**src/tsfc_map.svh**
```systemverilog
// register offsets, field positions, reset values and architectural constants
`ifndef TSFC_MAP_SVH
`define TSFC_MAP_SVH

`define TSFC_ADDR_W            6
`define TSFC_OFF_CTRL          6'h00
`define TSFC_OFF_TSS_SEL       6'h04
`define TSFC_OFF_TSS_DESC      6'h08
`define TSFC_OFF_LIMITS        6'h0c
`define TSFC_OFF_LDT           6'h10
`define TSFC_OFF_SEG0          6'h14
`define TSFC_OFF_NEW_IP        6'h2c
`define TSFC_OFF_STATUS        6'h30
`define TSFC_OFF_ERR           6'h34
`define TSFC_OFF_TASK          6'h38

`define TSFC_CTRL_START        0
`define TSFC_CTRL_INTERRUPT_RETURN_INSTRUCTION         1
`define TSFC_CTRL_CALL         2
`define TSFC_CTRL_EXT          3
`define TSFC_CTRL_RESUME       4
`define TSFC_CTRL_OVR_EN       5
`define TSFC_CTRL_CPL_LO       8
`define TSFC_CTRL_RST          32'h0000_0000

`define TSFC_DESC_BUSY         16
`define TSFC_DESC_IS32         17
`define TSFC_LDT_VALID         16
`define TSFC_LDT_PRESENT       17
`define TSFC_SEG_READ          16
`define TSFC_SEG_WRITE         17
`define TSFC_SEG_EXEC          18
`define TSFC_SEG_CONF          19
`define TSFC_SEG_DPL_LO        20

`define TSFC_VEC_OVERRUN       8'h09
`define TSFC_VEC_TASK_STATE    8'h0a
`define TSFC_VEC_GEN_PROT      8'h0d
`define TSFC_TSS_MIN32         16'h0067
`define TSFC_TSS_MIN16         16'h002c
`define TSFC_NUM_SEG           6
`define TSFC_SLOT_STACK        3'h0
`define TSFC_SLOT_CODE         3'h1
`define TSFC_SLOT_LAST         3'h5

`endif

```
**src/tsfc_pkg.sv**
```systemverilog
// types shared by the task-switch check unit
package tsfc_pkg;

   typedef enum logic [1:0] {
      SEG_STACK,
      SEG_CODE,
      SEG_DATA
   } tsfc_seg_kind_t;

   typedef enum {
      ST_IDLE,
      ST_TSS,
      ST_COMMIT,
      ST_LOAD,
      ST_LDT,
      ST_SEG
   } tsfc_state_t;

   typedef struct packed {
      logic        valid;
      logic [7:0]  vector;
      logic        has_err;
      logic [15:0] err_code;
      logic        new_ctx;
      logic [31:0] ip;
   } tsfc_exc_t;

endpackage

```
**src/tsfc_err_code.sv**
```systemverilog
// error code word: selector index, table indicator, outside-event bit
module tsfc_err_code (
   input  wire logic [15:0] sel_i,
   input  wire logic        ext_i,
   output logic      [15:0] code_o
);
   // the descriptor-table-entry bit stays clear: these faults never name a gate entry
   assign code_o = {sel_i[15:2], 1'b0, ext_i};
endmodule

```
**src/tsfc_seg_check.sv**
```systemverilog
// validity check of one segment selector loaded from a task state
module tsfc_seg_check (
   input  wire logic                    [15:0] sel_i,
   input  wire logic                    [31:0] attr_i,
   input  wire tsfc_pkg::tsfc_seg_kind_t       kind_i,
   input  wire logic                    [1:0]  cpl_i,
   input  wire logic                    [15:0] gdt_lim_i,
   input  wire logic                    [15:0] ldt_lim_i,
   output logic                                bad_o
);
   `include "tsfc_map.svh"

   logic        over_lim;
   logic [1:0]  descriptor_privilege_level;
   logic [15:0] lim;

   assign lim      = sel_i[2] ? ldt_lim_i : gdt_lim_i;
   assign over_lim = {sel_i[15:3], 3'h7} > lim;
   assign descriptor_privilege_level      = attr_i[`TSFC_SEG_DPL_LO +: 2];

   always_comb begin
      unique case (kind_i)
         tsfc_pkg::SEG_STACK: bad_o = over_lim | ~attr_i[`TSFC_SEG_WRITE]
                                    | (descriptor_privilege_level != cpl_i) | (sel_i[1:0] != cpl_i);
         tsfc_pkg::SEG_CODE:  bad_o = over_lim | ~attr_i[`TSFC_SEG_EXEC]
                                    | (~attr_i[`TSFC_SEG_CONF] & (descriptor_privilege_level != cpl_i))
                                    | (attr_i[`TSFC_SEG_CONF] & (descriptor_privilege_level > cpl_i));
         default:             bad_o = over_lim | ~attr_i[`TSFC_SEG_READ];
      endcase
   end
endmodule

```
**src/tsfc_top.sv**
```systemverilog
// task-switch state fault check unit with an Avalon-MM register slave
// Functional notes
// - overrun abort optional; else general protection fault
// - overrun abort: no error code, faulting pointer
// - invalid task state raises restartable fault ten
// - task state limit below minimum faults
// - return switch: local-table selector faults
// - return switch: selector beyond table limit faults
// - return switch: inactive target task faults
// - invalid or absent local table faults
// - four stack selector checks fault
// - four code selector checks fault
// - data selector limit or unreadable faults
// - old context before commit, new after
// - commit loads task register; back link too on a call
// - error code carries offending selector index
// - outside event sets error code bit
// - saved pointer: invoking instruction or new task
// - no change before commit; full load after
// - normal switch loads all first; after fault, no checks
// - switch back validates each register on reload
`include "tsfc_map.svh"
module tsfc_top (
   input  wire logic                    clk_i,
   input  wire logic                    rst_b_i,
   input  wire logic                    ce_i,
   input  wire logic [`TSFC_ADDR_W-1:0] avs_address_i,
   input  wire logic                    avs_read_i,
   input  wire logic                    avs_write_i,
   input  wire logic [31:0]             avs_writedata_i,
   input  wire logic [3:0]              avs_byteenable_i,
   output logic      [31:0]             avs_readdata_o,
   output logic                         avs_waitrequest_o,
   input  wire logic                    ovr_event_i,
   input  wire logic [31:0]             cur_ip_i,
   output logic                         ovr_ready_o,
   output tsfc_pkg::tsfc_exc_t          exc_o,
   output logic      [15:0]             task_reg_o,
   output logic      [15:0]             back_link_o,
   output logic      [15:0]             seg_sel_o [`TSFC_NUM_SEG]
);

   localparam int NSEG = `TSFC_NUM_SEG;

   function automatic logic [31:0] be_merge(input logic [31:0] old,
                                            input logic [31:0] wd,
                                            input logic [3:0]  be);
      logic [31:0] r;
      r = old;
      for (int b = 0; b < 4; b++) begin
         if (be[b]) begin
            r[8*b +: 8] = wd[8*b +: 8];
         end
      end
      return r;
   endfunction

   // bus slave
   logic                  ack_r;
   logic [31:0]           rdata_r;
   logic                  wr_fire;
   logic                  req;

   // configuration
   logic [31:0]           ctrl_r;
   logic [31:0]           tss_sel_r;
   logic [31:0]           tss_desc_r;
   logic [31:0]           limits_r;
   logic [31:0]           ldt_r;
   logic [31:0]           seg_r [NSEG];
   logic [31:0]           new_ip_r;

   // engine state
   tsfc_pkg::tsfc_state_t state_r;
   tsfc_pkg::tsfc_state_t state_nxt;
   logic [2:0]            idx_r;
   logic [NSEG-1:0]       loaded_r;
   logic [NSEG-1:0]       checked_r;
   logic [15:0]           seg_ld_r [NSEG];
   logic [15:0]           tr_r;
   logic [15:0]           link_r;
   logic                  committed_r;
   logic                  done_r;
   logic                  fault_r;
   tsfc_pkg::tsfc_exc_t   exc_r;

   // decisions
   logic                  start;
   logic                  tss_bad;
   logic                  ldt_bad;
   logic [NSEG-1:0]       seg_bad;
   logic                  seg_fault;
   logic                  load_all;
   logic                  load_one;
   logic                  raise;
   logic [15:0]           fault_sel;
   logic [15:0]           fault_code;
   logic [1:0]            current_privilege_level;
   logic                  resume;
   logic                  ovr_take;
   logic [31:0]           task_wr;

   assign current_privilege_level    = ctrl_r[`TSFC_CTRL_CPL_LO +: 2];
   assign resume = ctrl_r[`TSFC_CTRL_RESUME];

   // ---------------- register slave: one wait cycle, answer on the second ----------------
   assign req               = avs_read_i | avs_write_i;
   assign avs_waitrequest_o = req & ~ack_r;
   assign wr_fire           = avs_write_i & ack_r;
   assign avs_readdata_o    = rdata_r;

   always_ff @(posedge clk_i or negedge rst_b_i) begin
      if (!rst_b_i) begin
         ack_r <= 1'b0;
      end else if (ce_i) begin
         ack_r <= req & ~ack_r;
      end
   end

   always_ff @(posedge clk_i or negedge rst_b_i) begin
      if (!rst_b_i) begin
         rdata_r <= 32'h0000_0000;
      end else if (ce_i && avs_read_i && !ack_r) begin
         rdata_r <= 32'h0000_0000;
         case (avs_address_i)
            `TSFC_OFF_CTRL:     rdata_r <= {ctrl_r[31:1], 1'b0};
            `TSFC_OFF_TSS_SEL:  rdata_r <= tss_sel_r;
            `TSFC_OFF_TSS_DESC: rdata_r <= tss_desc_r;
            `TSFC_OFF_LIMITS:   rdata_r <= limits_r;
            `TSFC_OFF_LDT:      rdata_r <= ldt_r;
            `TSFC_OFF_NEW_IP:   rdata_r <= new_ip_r;
            `TSFC_OFF_STATUS:   rdata_r <= {exc_r.vector, 8'h00, checked_r, loaded_r,
                                            committed_r, fault_r, done_r,
                                            state_r != tsfc_pkg::ST_IDLE};
            `TSFC_OFF_ERR:      rdata_r <= {16'h0000, exc_r.err_code};
            `TSFC_OFF_TASK:     rdata_r <= {link_r, tr_r};
            default: begin
               for (int i = 0; i < NSEG; i++) begin
                  if (avs_address_i == `TSFC_OFF_SEG0 + 6'(4 * i)) begin
                     rdata_r <= seg_r[i];
                  end
               end
            end
         endcase
      end
   end

   // configuration writes; only the start bit is a strobe, everything else is stored
   always_ff @(posedge clk_i or negedge rst_b_i) begin
      if (!rst_b_i) begin
         ctrl_r     <= `TSFC_CTRL_RST;
         tss_sel_r  <= 32'h0000_0000;
         tss_desc_r <= 32'h0000_0000;
         limits_r   <= 32'h0000_0000;
         ldt_r      <= 32'h0000_0000;
         new_ip_r   <= 32'h0000_0000;
      end else if (ce_i && wr_fire) begin
         case (avs_address_i)
            `TSFC_OFF_CTRL:     ctrl_r     <= be_merge(ctrl_r, avs_writedata_i, avs_byteenable_i);
            `TSFC_OFF_TSS_SEL:  tss_sel_r  <= be_merge(tss_sel_r, avs_writedata_i,
                                                       avs_byteenable_i);
            `TSFC_OFF_TSS_DESC: tss_desc_r <= be_merge(tss_desc_r, avs_writedata_i,
                                                       avs_byteenable_i);
            `TSFC_OFF_LIMITS:   limits_r   <= be_merge(limits_r, avs_writedata_i,
                                                       avs_byteenable_i);
            `TSFC_OFF_LDT:      ldt_r      <= be_merge(ldt_r, avs_writedata_i, avs_byteenable_i);
            `TSFC_OFF_NEW_IP:   new_ip_r   <= be_merge(new_ip_r, avs_writedata_i,
                                                       avs_byteenable_i);
            default: ;
         endcase
      end
   end

   // per-slot descriptor registers and checkers; slot 0 stack, slot 1 code, rest data
   generate
      for (genvar g = 0; g < NSEG; g++) begin : g_slot
         tsfc_pkg::tsfc_seg_kind_t kind;

         assign kind = (g == 0) ? tsfc_pkg::SEG_STACK :
                       (g == 1) ? tsfc_pkg::SEG_CODE  : tsfc_pkg::SEG_DATA;

         always_ff @(posedge clk_i or negedge rst_b_i) begin
            if (!rst_b_i) begin
               seg_r[g] <= 32'h0000_0000;
            end else if (ce_i && wr_fire && avs_address_i == `TSFC_OFF_SEG0 + 6'(4 * g)) begin
               seg_r[g] <= be_merge(seg_r[g], avs_writedata_i, avs_byteenable_i);
            end
         end

         tsfc_seg_check u_chk (
            .sel_i     (seg_r[g][15:0]),
            .attr_i    (seg_r[g]),
            .kind_i    (kind),
            .cpl_i     (current_privilege_level),
            .gdt_lim_i (limits_r[15:0]),
            .ldt_lim_i (limits_r[31:16]),
            .bad_o     (seg_bad[g])
         );
      end
   endgenerate

   // ---------------- check engine ----------------
   assign start    = wr_fire && avs_address_i == `TSFC_OFF_CTRL && avs_byteenable_i[0]
                     && avs_writedata_i[`TSFC_CTRL_START] && state_r == tsfc_pkg::ST_IDLE;
   assign ovr_ready_o = state_r == tsfc_pkg::ST_IDLE && !start;
   assign ovr_take    = ovr_event_i && ovr_ready_o;

   always_comb begin
      tss_bad = tss_desc_r[15:0] < (tss_desc_r[`TSFC_DESC_IS32] ? `TSFC_TSS_MIN32
                                                              : `TSFC_TSS_MIN16);
      if (ctrl_r[`TSFC_CTRL_INTERRUPT_RETURN_INSTRUCTION]) begin
         tss_bad = tss_bad | tss_sel_r[2]
                 | ({tss_sel_r[15:3], 3'h7} > limits_r[15:0])
                 | ~tss_desc_r[`TSFC_DESC_BUSY];
      end
   end

   assign ldt_bad   = ~ldt_r[`TSFC_LDT_VALID] | ~ldt_r[`TSFC_LDT_PRESENT];
   assign seg_fault = state_r == tsfc_pkg::ST_SEG && seg_bad[idx_r];

   // the first failing check ends the sequence, later ones are never looked at
   always_comb begin
      raise     = 1'b0;
      fault_sel = 16'h0000;
      state_nxt = state_r;
      unique case (state_r)
         tsfc_pkg::ST_IDLE: begin
            if (start) begin
               state_nxt = tsfc_pkg::ST_TSS;
            end
         end
         tsfc_pkg::ST_TSS: begin
            if (tss_bad) begin
               raise     = 1'b1;
               fault_sel = tss_sel_r[15:0];
               state_nxt = tsfc_pkg::ST_IDLE;
            end else begin
               state_nxt = tsfc_pkg::ST_COMMIT;
            end
         end
         tsfc_pkg::ST_COMMIT: state_nxt = resume ? tsfc_pkg::ST_LDT : tsfc_pkg::ST_LOAD;
         tsfc_pkg::ST_LOAD:   state_nxt = tsfc_pkg::ST_LDT;
         tsfc_pkg::ST_LDT: begin
            if (ldt_bad) begin
               raise     = 1'b1;
               fault_sel = ldt_r[15:0];
               state_nxt = tsfc_pkg::ST_IDLE;
            end else begin
               state_nxt = tsfc_pkg::ST_SEG;
            end
         end
         tsfc_pkg::ST_SEG: begin
            if (seg_fault) begin
               raise     = 1'b1;
               fault_sel = seg_r[idx_r][15:0];
               state_nxt = tsfc_pkg::ST_IDLE;
            end else if (idx_r == `TSFC_SLOT_LAST) begin
               state_nxt = tsfc_pkg::ST_IDLE;
            end
         end
      endcase
   end

   // normal switches load every selector before checking; a switch back loads one at a time
   assign load_all = state_r == tsfc_pkg::ST_LOAD
                     || (raise && state_r != tsfc_pkg::ST_TSS);
   assign load_one = state_r == tsfc_pkg::ST_SEG && resume;

   tsfc_err_code u_err (
      .sel_i  (fault_sel),
      .ext_i  (ctrl_r[`TSFC_CTRL_EXT]),
      .code_o (fault_code)
   );

   always_ff @(posedge clk_i or negedge rst_b_i) begin
      if (!rst_b_i) begin
         state_r <= tsfc_pkg::ST_IDLE;
         idx_r   <= 3'h0;
      end else if (ce_i) begin
         state_r <= state_nxt;
         if (state_r == tsfc_pkg::ST_SEG) begin
            idx_r <= idx_r + 3'h1;
         end else begin
            idx_r <= `TSFC_SLOT_STACK;
         end
      end
   end

   // segment registers of the running task
   always_ff @(posedge clk_i or negedge rst_b_i) begin
      if (!rst_b_i) begin
         loaded_r  <= '0;
         checked_r <= '0;
         for (int i = 0; i < NSEG; i++) begin
            seg_ld_r[i] <= 16'h0000;
         end
      end else if (ce_i) begin
         if (start) begin
            loaded_r  <= '0;
            checked_r <= '0;
         end
         if (load_all) begin
            loaded_r <= '1;
            for (int i = 0; i < NSEG; i++) begin
               seg_ld_r[i] <= seg_r[i][15:0];
            end
         end else if (load_one) begin
            loaded_r[idx_r]  <= 1'b1;
            seg_ld_r[idx_r]  <= seg_r[idx_r][15:0];
         end
         if (state_r == tsfc_pkg::ST_SEG && !seg_fault) begin
            checked_r[idx_r] <= 1'b1;
         end
      end
   end

   // back link changes only at the commit point; task register at commit, or by a bus write while idle
   assign task_wr = be_merge({16'h0000, tr_r}, avs_writedata_i, avs_byteenable_i);

   always_ff @(posedge clk_i or negedge rst_b_i) begin
      if (!rst_b_i) begin
         tr_r        <= 16'h0000;
         link_r      <= 16'h0000;
         committed_r <= 1'b0;
      end else if (ce_i) begin
         if (start) begin
            committed_r <= 1'b0;
         end
         if (state_r == tsfc_pkg::ST_COMMIT) begin
            tr_r        <= tss_sel_r[15:0];
            committed_r <= 1'b1;
            if (ctrl_r[`TSFC_CTRL_CALL]) begin
               link_r <= tr_r;
            end
         end else if (wr_fire && avs_address_i == `TSFC_OFF_TASK
                      && state_r == tsfc_pkg::ST_IDLE) begin
            tr_r <= task_wr[15:0];
         end
      end
   end

   // exception report: a one-cycle pulse, fields held until the next report
   always_ff @(posedge clk_i or negedge rst_b_i) begin
      if (!rst_b_i) begin
         exc_r   <= '0;
         done_r  <= 1'b0;
         fault_r <= 1'b0;
      end else if (ce_i) begin
         exc_r.valid <= 1'b0;
         if (start) begin
            done_r  <= 1'b0;
            fault_r <= 1'b0;
         end
         if (raise) begin
            exc_r.valid    <= 1'b1;
            exc_r.vector   <= `TSFC_VEC_TASK_STATE;
            exc_r.has_err  <= 1'b1;
            exc_r.err_code <= fault_code;
            exc_r.new_ctx  <= state_r != tsfc_pkg::ST_TSS;
            exc_r.ip       <= (state_r == tsfc_pkg::ST_TSS) ? cur_ip_i : new_ip_r;
            fault_r        <= 1'b1;
            done_r         <= 1'b1;
         end else if (state_r == tsfc_pkg::ST_SEG && idx_r == `TSFC_SLOT_LAST) begin
            done_r <= 1'b1;
         end else if (ovr_take) begin
            // the handler cannot resume after an overrun, so only the pointer matters
            exc_r.valid    <= 1'b1;
            exc_r.vector   <= ctrl_r[`TSFC_CTRL_OVR_EN] ? `TSFC_VEC_OVERRUN
                                                        : `TSFC_VEC_GEN_PROT;
            exc_r.has_err  <= !ctrl_r[`TSFC_CTRL_OVR_EN];
            exc_r.err_code <= 16'h0000;
            exc_r.new_ctx  <= 1'b0;
            exc_r.ip       <= cur_ip_i;
         end
      end
   end

   assign exc_o       = exc_r;
   assign task_reg_o  = tr_r;
   assign back_link_o = link_r;
   assign seg_sel_o   = seg_ld_r;

endmodule

```
**config.mk**
```make
export PLATFORM = sky130hd
export DESIGN_NAME = tsfc_top
export DESIGN_NICKNAME = d
export VERILOG_FILES = /design/src/tsfc_pkg.sv /design/src/tsfc_err_code.sv /design/src/tsfc_seg_check.sv /design/src/tsfc_top.sv
export VERILOG_INCLUDE_DIRS = /design/src /design/src/src
export SDC_FILE = /design/constraint.sdc
export NUM_CORES = 1
export LEC_CHECK = 0
export ABC_AREA = 1
export BUFFER_PORTS_ARGS = -buffer_cell sky130_fd_sc_hd__buf_2
export CAP_MARGIN = 5
export CELL_PAD_IN_SITES_DETAIL_PLACEMENT = 1
export CELL_PAD_IN_SITES_GLOBAL_PLACEMENT = 1
export CORE_MARGIN = 1.5
export CORE_UTILIZATION = 32
export CTS_CLUSTER_DIAMETER = 30
export DETAILED_ROUTE_END_ITERATION = 6
export PLACE_DENSITY_LB_ADDON = 0.3
export REMOVE_ABC_BUFFERS = 1
export SLEW_MARGIN = 5
export SYNTH_ARGS = -nofsm -noshare
export SYNTH_HDL_FRONTEND = slang
export SYNTH_SLANG_ARGS = --single-unit
```
**constraint.sdc**
```tcl
create_clock -name clk_i -period 3.4 [get_ports clk_i]
set_input_delay 0.68 -clock clk_i [delete_from_list [all_inputs] [get_ports clk_i]]
set_output_delay 0.68 -clock clk_i [all_outputs]
set_load 0.1 [all_outputs]
```
==> impl_metrics.ini <==
[sta]
maxSlewHeadroom_pct = 17.4
rsz0062_at_grt = true
layout_setup_ws_ns = -0.0648
tightestPinTransition_ns = 1.23
finalSetupViolCount = 29
fmax_mhz = 289
hold_viol_final = 0
clock_skew_ns = 0.0515
finalSetupTns_ns = -0.677
min_period_ns = 3.46
finalCritPeriodShare_pct = 102
slew_violations = 0

[setup_path]
cp.arrival_ns = 4.11
crit_top_cell = nand2_1
path_class = reg2reg
required_ns = 4.05
reg2reg_slack_ns = -0.06
crit_chain = clkinvlp_4 > buf_12 > nand2_1 > o21ai_1 > ha_1 > nand2_1 > nor2_2 > nand2_1 > o21bai_1 > nand2_1 > nand2_1 > nand2_1 > nand2_2 > inv_2 > nand4_4 > nand2_4 > nand3_4 > buf_12 > nand3_4 > buf_4 > nand3_4 > nand2_1 > nand2_1
cp-end-kind = flop
slowest_stage = dfrtp_1
startpoint_type = flop
critPathMaxFanout = 8
slowest_delay_ns = 0.40

[routing]
drc = 0
viasPerCell = 5.37
post_drt_wl_per_cell_um = 24.7
drtAntennaViolNets = 0
vias = 33600
routed_wl_um = 155000
first_iter_violations = 2710
dr.pass1.iters = 5

[global_routing]
grt_pass1_vias = 34200
grt_use_total_pct = 29.0
grt_max_degree = 101
antenna_found_initial = 10
grt_overflow = 0
grt_pass1_wl_um = 223000

[clock_tree]
cts_buffers = 170
root_buffer = clkbuf_16
cts_max_level = 4
clk_latency_ns = 0.78
clk_pin_slew_ns = 0.05
clock_path_buffers = 3
clkSinkCount = 619
cts_tree = yes

[floorplan]
rows = 116
dieArea_um2 = 104000
floorplan.initialDensity_pct = 32.4
fp.dieW_um = 322
coreArea_um2 = 100000
die_h_um = 322
io_pins = 301

[layout]
seqCellArea_um2 = 15500
finish.utilization_pct = 44.2
area_growth_pct = 36.5
fin_nets = 4950
fill_cells = 12000
layout-drive-gt1-share_pct = 21.4
layout_common_cells = nand2_1, dfrtp_1, o21ai_0
multi_input_area_um2 = 15400
final_common_cell = nand2_1

[placed_design]
dp_hpwl_um = 109000
gp_congestion = 0.955
io_buffers = 295

[power]
clkPwrFrac_pct = 47.0
p_sw_mw = 13.9
p_int_mw = 21.9
seq_power_share_pct = 24.6
p_per_area_nw_per_um2 = 805
power_frac_comb_pct = 28.4
netSwitchingFraction_pct = 38.8
irDropWorstVdd_uv = 642
p_leak_nw = 21.3

[run_status]
violations = negative setup slack
outcome = complete, but fails checks

[yosys]
yosysSeqAreaShare_pct = 47.6
synth_cell_types = 58
synthesis.area_um2 = 32500
syn_avg_cell_area_um2 = 7.64
synth_edf_count = 0
syn_inst = 4259
yosysWarningCount = 0
synth_seq_cells = 619
yosys_most_used_dff = dfrtp_1
async_flop_share_pct = 100

[hold_path]
hold_class = in2reg

[run]
cap_violations = 0
stage by stage:
step	area, um2	power, mW	setup WS (ns)	std cells	hold WS (ns)
finish	44400	35.8	-0.0648	6265	0.148
floorplan	31500	14.8	-2.13	4024	0.384
detailed placement	37100	18.3	-0.191	5912	0.461
global route	44400	36.8	-0.183	6265	0.142
CTS	43200	35.2	0.0128	6221	0.111
global placement	37100	18.2	-0.154	5912	0.461
power groups by stage:
stage	registers, mW	clock network, mW	logic, mW
after CTS	8.81	17.0	9.42
after floorplan	12.4	0	2.45
after global routing	8.88	17.4	10.6
final	8.81	16.8	10.1
after global placement	8.89	0	9.29
after detailed placement	8.89	0	9.37
metal layers:
layer	global-route usage, %	vias to the layer above	routed length [um]	part of all wire [%]
li1	-	15100	-	-
met5	0	-	36	0.023
met1	38.4	17000	66900	43
met4	12.9	6	6570	4.2
met2	45.8	1181	71700	46
met3	5.43	328	9640	6.2
path summary, 6_finish.rpt:
check	start	to	depth (start not counted)
max reg2reg	limits_r[25]	seg_sel_o[27]	23
max in group asynchronous	rst_b_i	tss_sel_r[26]	3
min in group asynchronous	rst_b_i	seg_r[139]	2
min	avs_writedata_i[23]	tss_sel_r[23]	3
max	limits_r[25]	seg_sel_o[27]	23
min reg2reg	seg_sel_o[78]	seg_sel_o[78]	2
flip-flops by register name (all words and copies together) (netlist names):
register        cells
tss_sel_r          32
fault_r             1
state_r             3
done_r              1
back_link_o        16
loaded_r            6
seg_sel_o          96
ack_r               1
ldt_r              32
idx_r               3
ctrl_r             31
avs_readdata_o     32
task_reg_o         16
seg_r             192
new_ip_r           32
committed_r         1
exc_o              54
tss_desc_r         32
limits_r           32
checked_r           6
kinds of logic (layout without fill, tap and decap cells):
group / after synthesis / count (layout) / synth area share [%]
other: 1 / 6 / 0.0115
xor gates and xnor gates: 1 / 1 / 0.0269
adders and majority gates: 99 / 99 / 3.81
muxes: 6 / 6 / 0.208
AOI/OAI and AO/OA: 911 / 911 / 15.3
and+or+nand+nor: 2050 / 2052 / 26.0
buffers and inverters: 572 / 1214 / 7.12
DFF: 619 / 619 / 47.6
synthesized netlist by cell type (all sizes together) (14+ instances only):
master / number / area, um2
inv: 327 / 1230
o2111ai: 14 / 123
nand3: 294 / 1620
clkbuf: 168 / 632
dfrtp: 619 / 15500
nand4: 23 / 159
o21ai: 566 / 2830
buf: 71 / 435
nand2: 1402 / 5280
a31oi: 21 / 131
nor3: 24 / 130
ha: 99 / 1240
nor2: 285 / 1120
a221oi: 28 / 245
o22ai: 37 / 231
a21oi: 188 / 941
critical path: cells and delay by family, from the launching register on:
kind | cells | cell delay [ns]
AO/OA/AOI/OAI | 2 | 0.22
adder cells (fa/ha/maj) | 1 | 0.32
buffers and inverters | 5 | 0.88
flip-flops | 1 | 0.40
AND/OR/NAND/NOR | 15 | 1.46
layout make-up:
type	instances	area share [%]
timing repair buffer	573	10.2
inverter	333	2.87
multi-input combinational	3074	34.6
antenna	1	0.00563
clock inverter	97	3.17
clock buffer	211	10.5
sequential	619	34.9
tap	1357	3.82
timing repair:
item / 4_1_cts / 5_1_grt
endpoints found under the hold margin: 51 / 0
endpoints found under the setup margin: 147 / 153
setup buffers: 0 / 26
resized for setup: 1 / 196
pin swaps: 0 / 61
hold buffers: 1 / 0
cloned: 0 / 18
(Power assumes the default switching activity.)
